## src/inc/soag_pkg.sv

```systemverilog
// Shared constants and carrier types for the operand address generator.
`default_nettype none
package soag_pkg;

   localparam int unsigned WORD_W   = 16;
   localparam int unsigned PHYS_W   = 20;
   localparam int unsigned SEG_SHIFT = 4;

   // Segment register indices presented to the bus interface unit.
   localparam logic [1:0] SEG_EXTRA = 2'h0;
   localparam logic [1:0] SEG_CODE  = 2'h1;
   localparam logic [1:0] SEG_STACK = 2'h2;
   localparam logic [1:0] SEG_DATA  = 2'h3;

   localparam logic [15:0] IO_RSV_LO  = 16'h00F8;
   localparam logic [15:0] IO_RSV_HI  = 16'h00FF;
   localparam logic [15:0] RESET_WORD = 16'h0000;
   localparam logic [3:0]  BCD_MAX    = 4'h9;
   localparam int unsigned PUSH_WORDS = 3;

   // Reference kinds from the decoder.
   typedef enum logic [2:0] {
      REF_FETCH  = 3'b000,
      REF_STACK  = 3'b001,
      REF_DATA   = 3'b010,
      REF_STRSRC = 3'b011,
      REF_STRDST = 3'b100,
      REF_IO     = 3'b101
   } soag_ref_t;

   // Memory addressing mode.
   typedef enum logic [2:0] {
      MODE_DIRECT  = 3'b000,
      MODE_REGIND  = 3'b001,
      MODE_BASED   = 3'b010,
      MODE_INDEXED = 3'b011,
      MODE_BIDX    = 3'b100,
      MODE_BIDXD   = 3'b101
   } soag_mode_t;

   typedef enum logic [1:0] {
      DISP_NONE = 2'b00,
      DISP_8    = 2'b01,
      DISP_16   = 2'b10
   } soag_disp_t;

   // Interrupt classes.
   typedef enum logic [1:0] {
      INTC_HW_MASK = 2'b00,
      INTC_HW_NMI  = 2'b01,
      INTC_SOFT    = 2'b10,
      INTC_EXCEPT  = 2'b11
   } soag_intc_t;

   // Operand request from the decoder.
   typedef struct packed {
      logic        valid;
      soag_ref_t   kind;
      soag_mode_t  mode;
      logic        baseIsPtr;   // base_pointer_reg, else base_reg
      logic        idxIsDest;   // dest_index_reg, else source index
      logic        regIndIsIdx; // register indirect uses an index reg
      soag_disp_t  dispSize;
      logic [15:0] disp;
      logic        ovrValid;
      logic [1:0]  ovrSeg;
      logic        ioImm;       // port from 8-bit immediate
      logic [7:0]  ioPort8;
   } soag_req_t;

   // Register values the address forming needs.
   typedef struct packed {
      logic [15:0] baseReg;
      logic [15:0] basePtrReg;
      logic [15:0] srcIdxReg;
      logic [15:0] destIdxReg;
      logic [15:0] portPtrReg;
      logic [15:0] codeSeg;
      logic [15:0] stackSeg;
      logic [15:0] dataSeg;
      logic [15:0] extraSeg;
      logic [15:0] instrPtr;
      logic [15:0] statusWord;
   } soag_regs_t;

   // Result to the bus interface unit.
   typedef struct packed {
      logic        valid;
      logic        isIo;
      logic [1:0]  seg;
      logic [15:0] offset;
      logic [19:0] phys;
      logic        ioReserved;
   } soag_addr_t;

endpackage
`default_nettype wire

```

## src/core/soag_addr_gen.sv

```systemverilog
// Operand address generator: segment choice, offsets, I/O ports, pushes.
`timescale 1ns/1ps
`default_nettype none
module soag_addr_gen
   import soag_pkg::*;
(
   input  wire logic        clk,
   input  wire logic        rst,
   input  wire soag_req_t   req,
   input  wire soag_regs_t  regs,
   output soag_addr_t       addrOut,
   output logic      [19:0] addrPhysQ,
   // Far pointer load.
   input  wire logic        farLoad,
   input  wire logic [31:0] farPtr,
   input  wire logic [1:0]  farSegSel,
   output logic      [15:0] farSeg,
   output logic      [15:0] farOffset,
   output logic      [1:0]  farSegIdx,
   output logic             farValid,
   // Register operand access.
   input  wire logic [2:0]  regSel,
   input  wire logic        regByte,
   input  wire logic [127:0] genRegs,
   output logic      [15:0] regOperand,
   // Data type helpers.
   input  wire logic [15:0] typeVal,
   input  wire logic        typeByte,
   output logic             typeNeg,
   output logic      [15:0] typeSext,
   output logic             bcdPackedOk,
   output logic             bcdUnpackedOk,
   input  wire logic [16:0] strLen,
   output logic             strLenOk,
   // Interrupt entry.
   input  wire logic        intEnter,
   input  wire soag_intc_t  intClass,
   output logic             pushValid,
   output logic      [15:0] pushData,
   output logic      [15:0] pushOffset,
   output logic             pushBusy,
   output logic             intMaskable
);

   logic        useBase;
   logic        useIdx;
   soag_disp_t  effDisp;
   logic [15:0] baseVal;
   logic [15:0] idxVal;
   logic [15:0] eaOffset;
   logic [1:0]  implSeg;
   logic [1:0]  selSeg;
   logic [15:0] segVal;
   logic [15:0] ioPort;
   logic [19:0] phys;

   // Only the two base and the two index registers are reachable.
   assign baseVal = req.baseIsPtr ? regs.basePtrReg : regs.baseReg;
   assign idxVal  = req.idxIsDest ? regs.destIdxReg : regs.srcIdxReg;

   always_comb begin
      useBase = 1'b0;
      useIdx  = 1'b0;
      effDisp = req.dispSize;
      case (req.mode)
         MODE_DIRECT: begin
            effDisp = (req.dispSize == DISP_NONE) ? DISP_16 : req.dispSize;
         end
         MODE_REGIND: begin
            useBase = ~req.regIndIsIdx;
            useIdx  = req.regIndIsIdx;
            effDisp = DISP_NONE;
         end
         MODE_BASED:   useBase = 1'b1;
         MODE_INDEXED: useIdx = 1'b1;
         MODE_BIDX: begin
            useBase = 1'b1;
            useIdx  = 1'b1;
            effDisp = DISP_NONE;
         end
         MODE_BIDXD: begin
            useBase = 1'b1;
            useIdx  = 1'b1;
         end
         default: effDisp = DISP_NONE;
      endcase
   end

   soag_ea_adder u_adder (
      .useBase  (useBase),
      .useIdx   (useIdx),
      .dispSize (effDisp),
      .baseVal  (baseVal),
      .idxVal   (idxVal),
      .disp     (req.disp),
      .offset   (eaOffset)
   );

   // Implicit segment choice by reference kind.
   always_comb begin
      case (req.kind)
         REF_FETCH:  implSeg = SEG_CODE;
         REF_STACK:  implSeg = SEG_STACK;
         REF_STRDST: implSeg = SEG_EXTRA;
         default: begin
            if (useBase && req.baseIsPtr) begin
               implSeg = SEG_STACK;
            end else begin
               implSeg = SEG_DATA;
            end
         end
      endcase
   end

   // Override touches only the memory operand and the source string; fetch, stack and the
   // destination string stream keep their fixed segment.
   assign selSeg = (req.ovrValid && (req.kind == REF_DATA ||
                    req.kind == REF_STRSRC)) ? req.ovrSeg : implSeg;

   always_comb begin
      case (selSeg)
         SEG_CODE:  segVal = regs.codeSeg;
         SEG_STACK: segVal = regs.stackSeg;
         SEG_EXTRA: segVal = regs.extraSeg;
         default:   segVal = regs.dataSeg;
      endcase
   end

   assign phys = PHYS_W'({segVal, 4'h0}) + PHYS_W'(eaOffset);

   // Port address: full 16 bits give 64K byte or 32K word ports.
   assign ioPort = req.ioImm ? {8'h00, req.ioPort8} : regs.portPtrReg;

   // Same-cycle answer to the bus unit.
   always_comb begin
      addrOut.valid      = req.valid;
      addrOut.isIo       = req.kind == REF_IO;
      addrOut.seg        = (req.kind == REF_IO) ? SEG_DATA : selSeg;
      addrOut.offset     = (req.kind == REF_IO) ? ioPort : eaOffset;
      addrOut.phys       = (req.kind == REF_IO) ? {4'h0, ioPort} : phys;
      // Flag only; placing devices there is the system's concern.
      addrOut.ioReserved = (req.kind == REF_IO) && ioPort >= IO_RSV_LO &&
                           ioPort <= IO_RSV_HI;
   end

   // Registered copy of the last physical address.
   always_ff @(posedge clk or posedge rst) begin
      if (rst) begin
         addrPhysQ <= 20'h00000;
      end else if (req.valid) begin
         addrPhysQ <= addrOut.phys;
      end
   end

   // Far pointer: low word offset, high word segment.
   always_ff @(posedge clk or posedge rst) begin
      if (rst) begin
         farSeg    <= RESET_WORD;
         farOffset <= RESET_WORD;
         farSegIdx <= SEG_DATA;
         farValid  <= 1'b0;
      end else begin
         farValid <= farLoad;
         if (farLoad) begin
            farOffset <= farPtr[15:0];
            farSeg    <= farPtr[31:16];
            farSegIdx <= farSegSel;
         end
      end
   end

   // Register operand: AL..BH halves for byte, whole register for word.
   logic [15:0] regWords [8];
   genvar gi;
   generate
      for (gi = 0; gi < 8; gi++) begin : g_regs
         assign regWords[gi] = genRegs[gi*16 +: 16];
      end
   endgenerate

   always_comb begin
      if (regByte) begin
         regOperand = regSel[2] ? {8'h00, regWords[regSel[1:0]][15:8]}
                                : {8'h00, regWords[regSel[1:0]][7:0]};
      end else begin
         regOperand = regWords[regSel];
      end
   end

   // Data type helpers.
   assign typeNeg  = typeByte ? typeVal[7] : typeVal[15];
   assign typeSext = typeByte ? {{8{typeVal[7]}}, typeVal[7:0]} : typeVal;
   assign bcdPackedOk = typeVal[7:4] <= BCD_MAX &&
                        typeVal[3:0] <= BCD_MAX;
   assign bcdUnpackedOk = typeVal[7:0] <= {4'h0, BCD_MAX};
   assign strLenOk = strLen != 17'h00000 && strLen <= 17'h10000;

   // Hardware maskable class only is subject to the enable flag.
   assign intMaskable = intEnter && intClass == INTC_HW_MASK;

   // Interrupt entry push sequencer.
   typedef enum logic [1:0] {
      PS_IDLE = 2'b00,
      PS_FLAG = 2'b01,
      PS_CSEG = 2'b10,
      PS_IPTR = 2'b11
   } soag_push_t;

   soag_push_t  pushSt_r;
   soag_push_t  pushSt_nxt;
   logic [15:0] sp_r;
   logic [15:0] savCs_r;
   logic [15:0] savIp_r;
   logic [15:0] savSw_r;

   always_comb begin
      case (pushSt_r)
         PS_IDLE: pushSt_nxt = intEnter ? PS_FLAG : PS_IDLE;
         PS_FLAG: pushSt_nxt = PS_CSEG;
         PS_CSEG: pushSt_nxt = PS_IPTR;
         PS_IPTR: pushSt_nxt = PS_IDLE;
         default: pushSt_nxt = PS_IDLE;
      endcase
   end

   always_ff @(posedge clk or posedge rst) begin
      if (rst) begin
         pushSt_r <= PS_IDLE;
      end else begin
         pushSt_r <= pushSt_nxt;
      end
   end

   // State is captured at entry so that later updates cannot corrupt it.
   always_ff @(posedge clk or posedge rst) begin
      if (rst) begin
         savCs_r <= RESET_WORD;
         savIp_r <= RESET_WORD;
         savSw_r <= RESET_WORD;
         sp_r    <= RESET_WORD;
      end else if (pushSt_r == PS_IDLE && intEnter) begin
         savCs_r <= regs.codeSeg;
         savIp_r <= regs.instrPtr;
         savSw_r <= regs.statusWord;
         sp_r    <= RESET_WORD;
      end else if (pushSt_r != PS_IDLE) begin
         sp_r <= 16'(sp_r - 16'h0002);
      end
   end

   always_ff @(posedge clk or posedge rst) begin
      if (rst) begin
         pushValid  <= 1'b0;
         pushData   <= RESET_WORD;
         pushOffset <= RESET_WORD;
      end else begin
         pushValid  <= pushSt_r != PS_IDLE;
         pushOffset <= 16'(sp_r - 16'h0002);
         case (pushSt_r)
            PS_FLAG: pushData <= savSw_r;
            PS_CSEG: pushData <= savCs_r;
            PS_IPTR: pushData <= savIp_r;
            default: pushData <= pushData;
         endcase
      end
   end

   assign pushBusy = pushSt_r != PS_IDLE;

   // Checks.
   property p_fetch_code;
      @(posedge clk) disable iff (rst)
      (req.valid && req.kind == REF_FETCH) |-> addrOut.seg == SEG_CODE;
   endproperty
   a_fetch_code: assert property (p_fetch_code) else $error("fetch seg");

   property p_bp_stack;
      @(posedge clk) disable iff (rst)
      (req.valid && req.kind == REF_DATA && !req.ovrValid && useBase &&
       req.baseIsPtr) |-> addrOut.seg == SEG_STACK;
   endproperty
   a_bp_stack: assert property (p_bp_stack) else $error("bp seg");

   property p_strdst_extra;
      @(posedge clk) disable iff (rst)
      (req.valid && req.kind == REF_STRDST) |-> addrOut.seg == SEG_EXTRA;
   endproperty
   a_strdst_extra: assert property (p_strdst_extra) else $error("es seg");

   property p_override;
      @(posedge clk) disable iff (rst)
      (req.valid && req.kind == REF_DATA && req.ovrValid)
         |-> addrOut.seg == req.ovrSeg;
   endproperty
   a_override: assert property (p_override) else $error("override");

   property p_direct;
      @(posedge clk) disable iff (rst)
      (req.valid && req.kind == REF_DATA && req.mode == MODE_DIRECT &&
       req.dispSize == DISP_16) |-> addrOut.offset == req.disp;
   endproperty
   a_direct: assert property (p_direct) else $error("direct offset");

   property p_io_imm;
      @(posedge clk) disable iff (rst)
      (req.valid && req.kind == REF_IO && req.ioImm)
         |-> addrOut.offset[15:8] == 8'h00;
   endproperty
   a_io_imm: assert property (p_io_imm) else $error("io zext");

   property p_phys;
      @(posedge clk) disable iff (rst)
      (req.valid && req.kind != REF_IO) |->
         addrOut.phys == PHYS_W'({segVal, 4'h0}) + PHYS_W'(addrOut.offset);
   endproperty
   a_phys: assert property (p_phys) else $error("phys address");

   property p_push_seq;
      @(posedge clk) disable iff (rst)
      (pushSt_r == PS_IDLE && intEnter) |=> ##1
         (pushValid && pushData == $past(regs.statusWord, 2)) ##1
         (pushValid && pushData == $past(regs.codeSeg, 3)) ##1
         (pushValid && pushData == $past(regs.instrPtr, 4));
   endproperty
   a_push_seq: assert property (p_push_seq) else $error("push order");

   c_override: cover property (@(posedge clk) disable iff (rst)
      req.valid && req.ovrValid);
   c_bidxd: cover property (@(posedge clk) disable iff (rst)
      req.valid && req.mode == MODE_BIDXD && req.dispSize == DISP_8);
   c_io_rsv: cover property (@(posedge clk) disable iff (rst)
      addrOut.ioReserved);
   c_push: cover property (@(posedge clk) disable iff (rst)
      pushValid ##1 pushValid ##1 pushValid);

endmodule
`default_nettype wire

```

## src/core/soag_ea_adder.sv

```systemverilog
// Effective offset adder: sign extension and modulo 16-bit sum.
`timescale 1ns/1ps
`default_nettype none
module soag_ea_adder
   import soag_pkg::*;
(
   input  wire logic        useBase,
   input  wire logic        useIdx,
   input  wire soag_disp_t  dispSize,
   input  wire logic [15:0] baseVal,
   input  wire logic [15:0] idxVal,
   input  wire logic [15:0] disp,
   output logic      [15:0] offset
);

   logic [15:0] dispExt;
   logic [15:0] baseTerm;
   logic [15:0] idxTerm;

   always_comb begin
      case (dispSize)
         DISP_8:  dispExt = {{8{disp[7]}}, disp[7:0]};
         DISP_16: dispExt = disp;
         default: dispExt = 16'h0000;
      endcase
   end

   assign baseTerm = useBase ? baseVal : 16'h0000;
   assign idxTerm  = useIdx ? idxVal : 16'h0000;
   // Carry out of bit 15 is dropped by the 16-bit target width.
   assign offset = 16'(baseTerm + idxTerm + dispExt);

endmodule
`default_nettype wire

```

## config.mk

```make
export PLATFORM = sky130hd
export DESIGN_NAME = soag_addr_gen
export DESIGN_NICKNAME = d
export VERILOG_FILES = /design/src/inc/soag_pkg.sv /design/src/core/soag_addr_gen.sv /design/src/core/soag_ea_adder.sv
export SDC_FILE = /design/constraint.sdc
export NUM_CORES = 1
export LEC_CHECK = 0
export BUFFER_PORTS_ARGS = -buffer_cell sky130_fd_sc_hd__buf_2
export CAP_MARGIN = 30
export CORE_AREA = 2 2 226 228
export DETAILED_ROUTE_END_ITERATION = 8
export DIE_AREA = 0 0 228 230
export HOLD_SLACK_MARGIN = 0.15
export SYNTH_ARGS = -nofsm -noshare
export SYNTH_HDL_FRONTEND = slang
export SYNTH_SLANG_ARGS = --single-unit
```

## constraint.sdc

```tcl
create_clock -name clk -period 6.2 [get_ports clk]
set_input_delay 0 -clock clk [delete_from_list [all_inputs] [get_ports clk]]
set_output_delay 0 -clock clk [all_outputs]
set_load 0.01 [all_outputs]
```

# Yosys cells after proc, flatten, opt, wreduce, memory -nomap -nowiden
# Cells that the tools add are included.
dict set report op_classes {
  n_mux 32
  eq_ne 17
  magnitude_cmp 8
  bitwise 3
  add_sub_neg 4
  n_reduce_logical 22
}
# op count
set ops {}
lappend ops {{$mux W16} 14}
lappend ops {{$bmux W16 S3} 2}
lappend ops {{$pmux W16 S3} 2}
lappend ops {{$add A16 B16 Y16} 2}
lappend ops {{$pmux W16 S2} 1}
lappend ops {{$add A20 B16 Y20} 1}
lappend ops {{$mux W20} 1}
lappend ops {{$le A17 B17 Y1 const B} 1}
lappend ops {{$reduce_bool A17 Y1} 1}
lappend ops {{$ge A16 B8 Y1 const B} 1}
lappend ops {{$le A16 B8 Y1 const B} 1}
lappend ops {{$sub A16 B2 Y16 const B} 1}
lappend ops {{$eq A3 B2 Y1 const B} 4}
lappend ops {{$eq A3 B3 Y1 const B} 4}
lappend ops {{$reduce_or A3 Y1} 3}
lappend ops {{$eq A2 B2 Y1 const B} 4}
lappend ops {{$le A4 B4 Y1 const B} 2}
lappend ops {{$le A8 B4 Y1 const B} 1}
lappend ops {{$logic_and A1 B1 Y1} 8}
lappend ops {{$logic_not A2 Y1} 4}
lappend ops {{$mux W8} 1}
lappend ops {{$pmux W2 S4} 1}
lappend ops {{$eq A2 B1 Y1 const B} 3}
lappend ops {{$eq A3 B1 Y1 const B} 2}
lappend ops {{14 further kinds} 21}
dict set report word_totals {
  inputBits 422
  register_bits 154
}

# Longest topological paths before layout
dict set report depth {
  word_depth 11
  mapped_depth 31
  mapped_depth_nobuf 30
}

# Modules after synthesis
# Synthesis repeated with hierarchy kept, for this count alone.
dict set report hier_totals {
  cells_unflattened 1030
  area_unflattened_um2 10724.0
}
# mod cells_each area_each_um2 seq_area_each_um2 instances
set modules_own_cells {}
lappend modules_own_cells {soag_addr_gen 838 9347.7 3806.2 1}
lappend modules_own_cells {soag_ea_adder 192 1376.3 0.0 1}

# Least setup slack after synthesis
# No wires, ideal clock.
dict set report synth_path {
  path_kind {in2reg}
  start {input port req[34] (netlist bit)}
  end {register addrPhysQ[17]}
  t_required_ns 6.078
  n_path_buf 1
  setup_ns 0.122
  arrival_ns 5.253
  stages 29
  slack_ns 0.824
  cell_sequence {nand2b_1 xor2_1 and2_1 ha_1 clkbuf_1 nor2_1 nand2_1 fa_1 inv_1 ha_1 inv_1 fa_1 nor2b_1 o31a_1 o21a_1 o21a_1 o21ai_0 nand2b_1 a21o_1 a21oi_1 xnor2_1 ha_1 a21o_1 o21bai_1 maj3_2 o31ai_4 o21a_1 xor2_1 o2bb2ai_1}
}
dict set report synth_between {
  elab_chain_len 11
  elab_cells_between_ends 29
  classes_between {add/sub: 3; eq/ne: 9; mux: 11; reduce/logical: 6}
}
# element line
set synth_lines {}
lappend synth_lines {{start, declared} soag_addr_gen.sv:9} ;# input wire soag_req_t req,
lappend synth_lines {{parallel branches: the longest is 9 deep, another holds $add A16 B16 Y16} n/a}
lappend synth_lines {{$add A20 B16 Y20 *} soag_addr_gen.sv:129} ;# assign phys = PHYS_W'({segVal, 4'h0}) + PHYS_W'(eaOffset);
lappend synth_lines {{$mux W20 *} soag_addr_gen.sv:140} ;# addrOut.phys = (req.kind == REF_IO) ? {4'h0, ioPort} : phys;
lappend synth_lines {{end signal, assigned} soag_addr_gen.sv:151} ;# addrPhysQ <= addrOut.phys;
lappend synth_lines {{end, declared} soag_addr_gen.sv:12} ;# output logic [19:0] addrPhysQ,
# Every way passes the cells marked *.
# A chain may end at the register's enable or synchronous reset.

==> results by group <==
Status
  • Status: complete, no violations

Cells and area
  • Layout Utilization: 32.1%
  • Most common cell after layout, fill and taps aside: buf_2
  • Most frequent cells in the layout: buf_2, dfrtp_1, nand2_1, mux2_2, dlygate4sd3_1
  • Post-route cell area: 16000 um^2
  • Area added between synthesis and finish: 48.4%
  • Layout cells sized above 1: 47.3%
  • Fin nets: 2193

Global route
  • First-pass GRT wire length: 65.6 mm
  • Vias in the first global route: 11200
  • Antenna violations before repair: 14
  • Grt ovf: 0
  • Total track usage: 16.6%
  • Largest net degree at the start of global routing: 92

Drt
  • Met1 WL: 16.4 mm
  • Routed vias/inst: 4.47
  • DR top layer: met5
  • DR WL/cell: 18.6 um
  • Drt drc: 0
  • ANT nets after route: 0
  • Met2 WL: 24.2 mm
  • Via count: 10800
  • Drt first pass iters: 5
  • Final wirelength: 44.7 mm
  • Met3 WL post-DR: 2.60 mm
  • DRT iter0 DRCs: 499

Synthesis
  • Number of synthesized flops with an enable pin: 0
  • Syn nets: 1541
  • Mux contribution to synthesized area: 23.1%
  • Ys Warns: 0
  • Area share of and/or/nand/nor cells after synthesis: 11.0%
  • Ys async rst share: 100%
  • Post-synthesis adder-cell area fraction: 6.96%
  • Register area share after synthesis: 35.2%
  • Mapped Avg Cell Area: 10.1 um^2
  • Synth cell types: 72
  • Mapped Cells: 1070
  • #FFs+latches synth: 152
  • Largest family of logic cells by synthesized area: multiplexers
  • Area contributors post-synth: dfrtp_1, mux2_2, mux4_2
  • Post-synth top area share: 34.8%
  • Post-synthesis compound-gate area fraction: 14.0%
  • Synthesized cell area: 10800 um^2
  • Most used flip-flop cell after synthesis: dfrtp_1
  • Dominant cell type by area after synthesis: dfrtp_1
  • Xor/xnor cell area share of the yosys netlist: 3.72%

Worst setup path
  • Startpoint types: primary input
  • Critical Path End Type: output pin
  • Worst Reg-to-Reg Cells: 10
  • R2r setup slk: 3.47 ns
  • Worst R2R End: sp_r[15]
  • Slowest cell on crit path: fa_1
  • Worst path max stage delay: 0.48 ns
  • R2R Path Start: sp_r[1]
  • CP Max Fanout: 8
  • CP Data Arrival Time: 5.77 ns
  • Critical path type: primary input to output pin
  • CP required: 6.20 ns

Clock network
  • Worst-path clk slew: 0.06 ns
  • Clock sinks: 152
  • Setup repair bufs after CTS: 0
  • CTS tree: built
  • CTS H-tree lvls: 4
  • CTS Buffer Depth: 2
  • Clk Latency, worst-skew pair: 0.44 ns
  • Total clock buffers created by CTS: 17
  • Root Buffer: clkbuf_16

Floorplanning
  • Rows: 82
  • Core area: 49900 um^2
  • IO Pins: 589
  • Die area: 52400 um^2
  • Initial core utilization: 21.7%
  • DIE HEIGHT: 230 um
  • Die Wd: 228 um

Run
  • MaxCap Viol Count: 0

Place
  • Placer congestion estimate: 0.920
  • # port buffers: 585
  • Cell Area, Placed: 14300 um^2
  • HPWL after detailed placement: 36.7 mm

Timing
  • Pins Over Slew Limit: 0
  • Endpoints failing setup: 0
  • Slew @ Worst Pin: 0.857 ns
  • Fmax: 0.173 GHz
  • Fin Setup TNS: 0 ns
  • RSZ-0062 raised after global routing: false
  • Fin. Hold Viols: 0
  • Max_slew headroom: 42.8%
  • Fin crit share: 93.0%
  • Min Hold Slack: 0.200 ns
  • Final critical-path required period: 5.77 ns
  • Clock skew: 0.0118 ns

Pwr
  • VDD IR max: 0.182 mV
  • Pleak: 7.85 nW
  • Pwr dens: 328 nW/um^2

Hold path
  • Min-delay src: regs[102]
  • HP Class: primary input to flop
  • Hold EP: addrPhysQ[6]
  • Hold depth: 5
## layer usage
metal / track usage (%) / vias up
met2: 32.2 / 481
met4: 6.47 / 2
li1: - / 5087
met5: 0 / -
met1: 17.4 / 5126
met3: 3.26 / 79
## repair_timing
action | in CTS | in global routing
hold buffers | 112 | 0
setup endpoints to repair | 0 | 8
hold endpoints to repair | 198 | 0
resized for setup | 0 | 3
## critical path: cells and delay by family
family,cells,cell delay (ns)
adders and majority gates,6,1.92
AOI/OAI and AO/OA,10,1.89
and+or+nand+nor,7,1.07
buffers and inverters,4,0.44
xor gates and xnor gates,3,0.42
## kinds of logic after synthesis
family | count (synthesis)
flops | 152
xor+xnor | 45
mux | 191
simple gates | 261
other cells | 1
buf+inv | 152
fa+ha+maj | 50
compound gates | 218
## cell usage after synthesis (all sizes together), types with 32 or more instances
| cell | n |
|---|---|
| a211oi | 34 |
| a21oi | 51 |
| buf | 32 |
| clkbuf | 46 |
| dfrtp | 150 |
| ha | 32 |
| inv | 74 |
| mux2 | 130 |
| mux4 | 32 |
| nand2 | 133 |
| nor2 | 52 |
| o21ai | 35 |
## registers in the layout, indices dropped and copies added, names as in the netlist
name	cells
addrPhysQ	20
farOffset	16
farSeg	16
pushData	16
savCs_r	16
savIp_r	16
savSw_r	16
pushOffset	15
sp_r	15
farSegIdx	2
pushSt_r	2
farValid	1
pushValid	1
## area by class of cell
| class | count | area (um^2) |
|---|---|---|
| fillers | 5169 | 33800 |
| multi-input cells | 766 | 6370 |
| repair buffers | 711 | 4170 |
| flip-flops and latches | 152 | 3810 |
| well taps | 672 | 841 |
| clock buffers | 18 | 429 |
| inverters | 74 | 283 |
| clock inverters | 14 | 130 |
| diodes | 3 | 7.51 |
## power by group
part | internal (mW) | switching (mW)
clock network | 0.531 | 0.473
logic | 1.20 | 1.46
registers | 1.38 | 0.220
total | 3.11 | 2.15
## how the worst max path moves through the flow
stage,from,to,slack [ns],depth (start not counted)
finish,req[34],addrOut[18],0.43,30
CTS,req[34],addrOut[18],0.06,30
global placement,req[34],addrOut[18],0.15,30
global route,req[34],addrOut[18],0.02,30
floorplan,req[34],addrPhysQ[17],0.82,29
detailed placement,req[34],addrOut[18],0.06,30
## per-stage QoR
step / total power, mW / setup slack, ns / instances
after floorplan: 3.18 / 0.824 / 1070
after global placement: 4.13 / 0.152 / 2260
after detailed placement: 4.20 / 0.0631 / 2262
after CTS: 5.32 / 0.0607 / 2406
after global routing: 5.65 / 0.0156 / 2410
final: 5.26 / 0.433 / 2410
No activity file was read; power rests on OpenSTA's default activity.
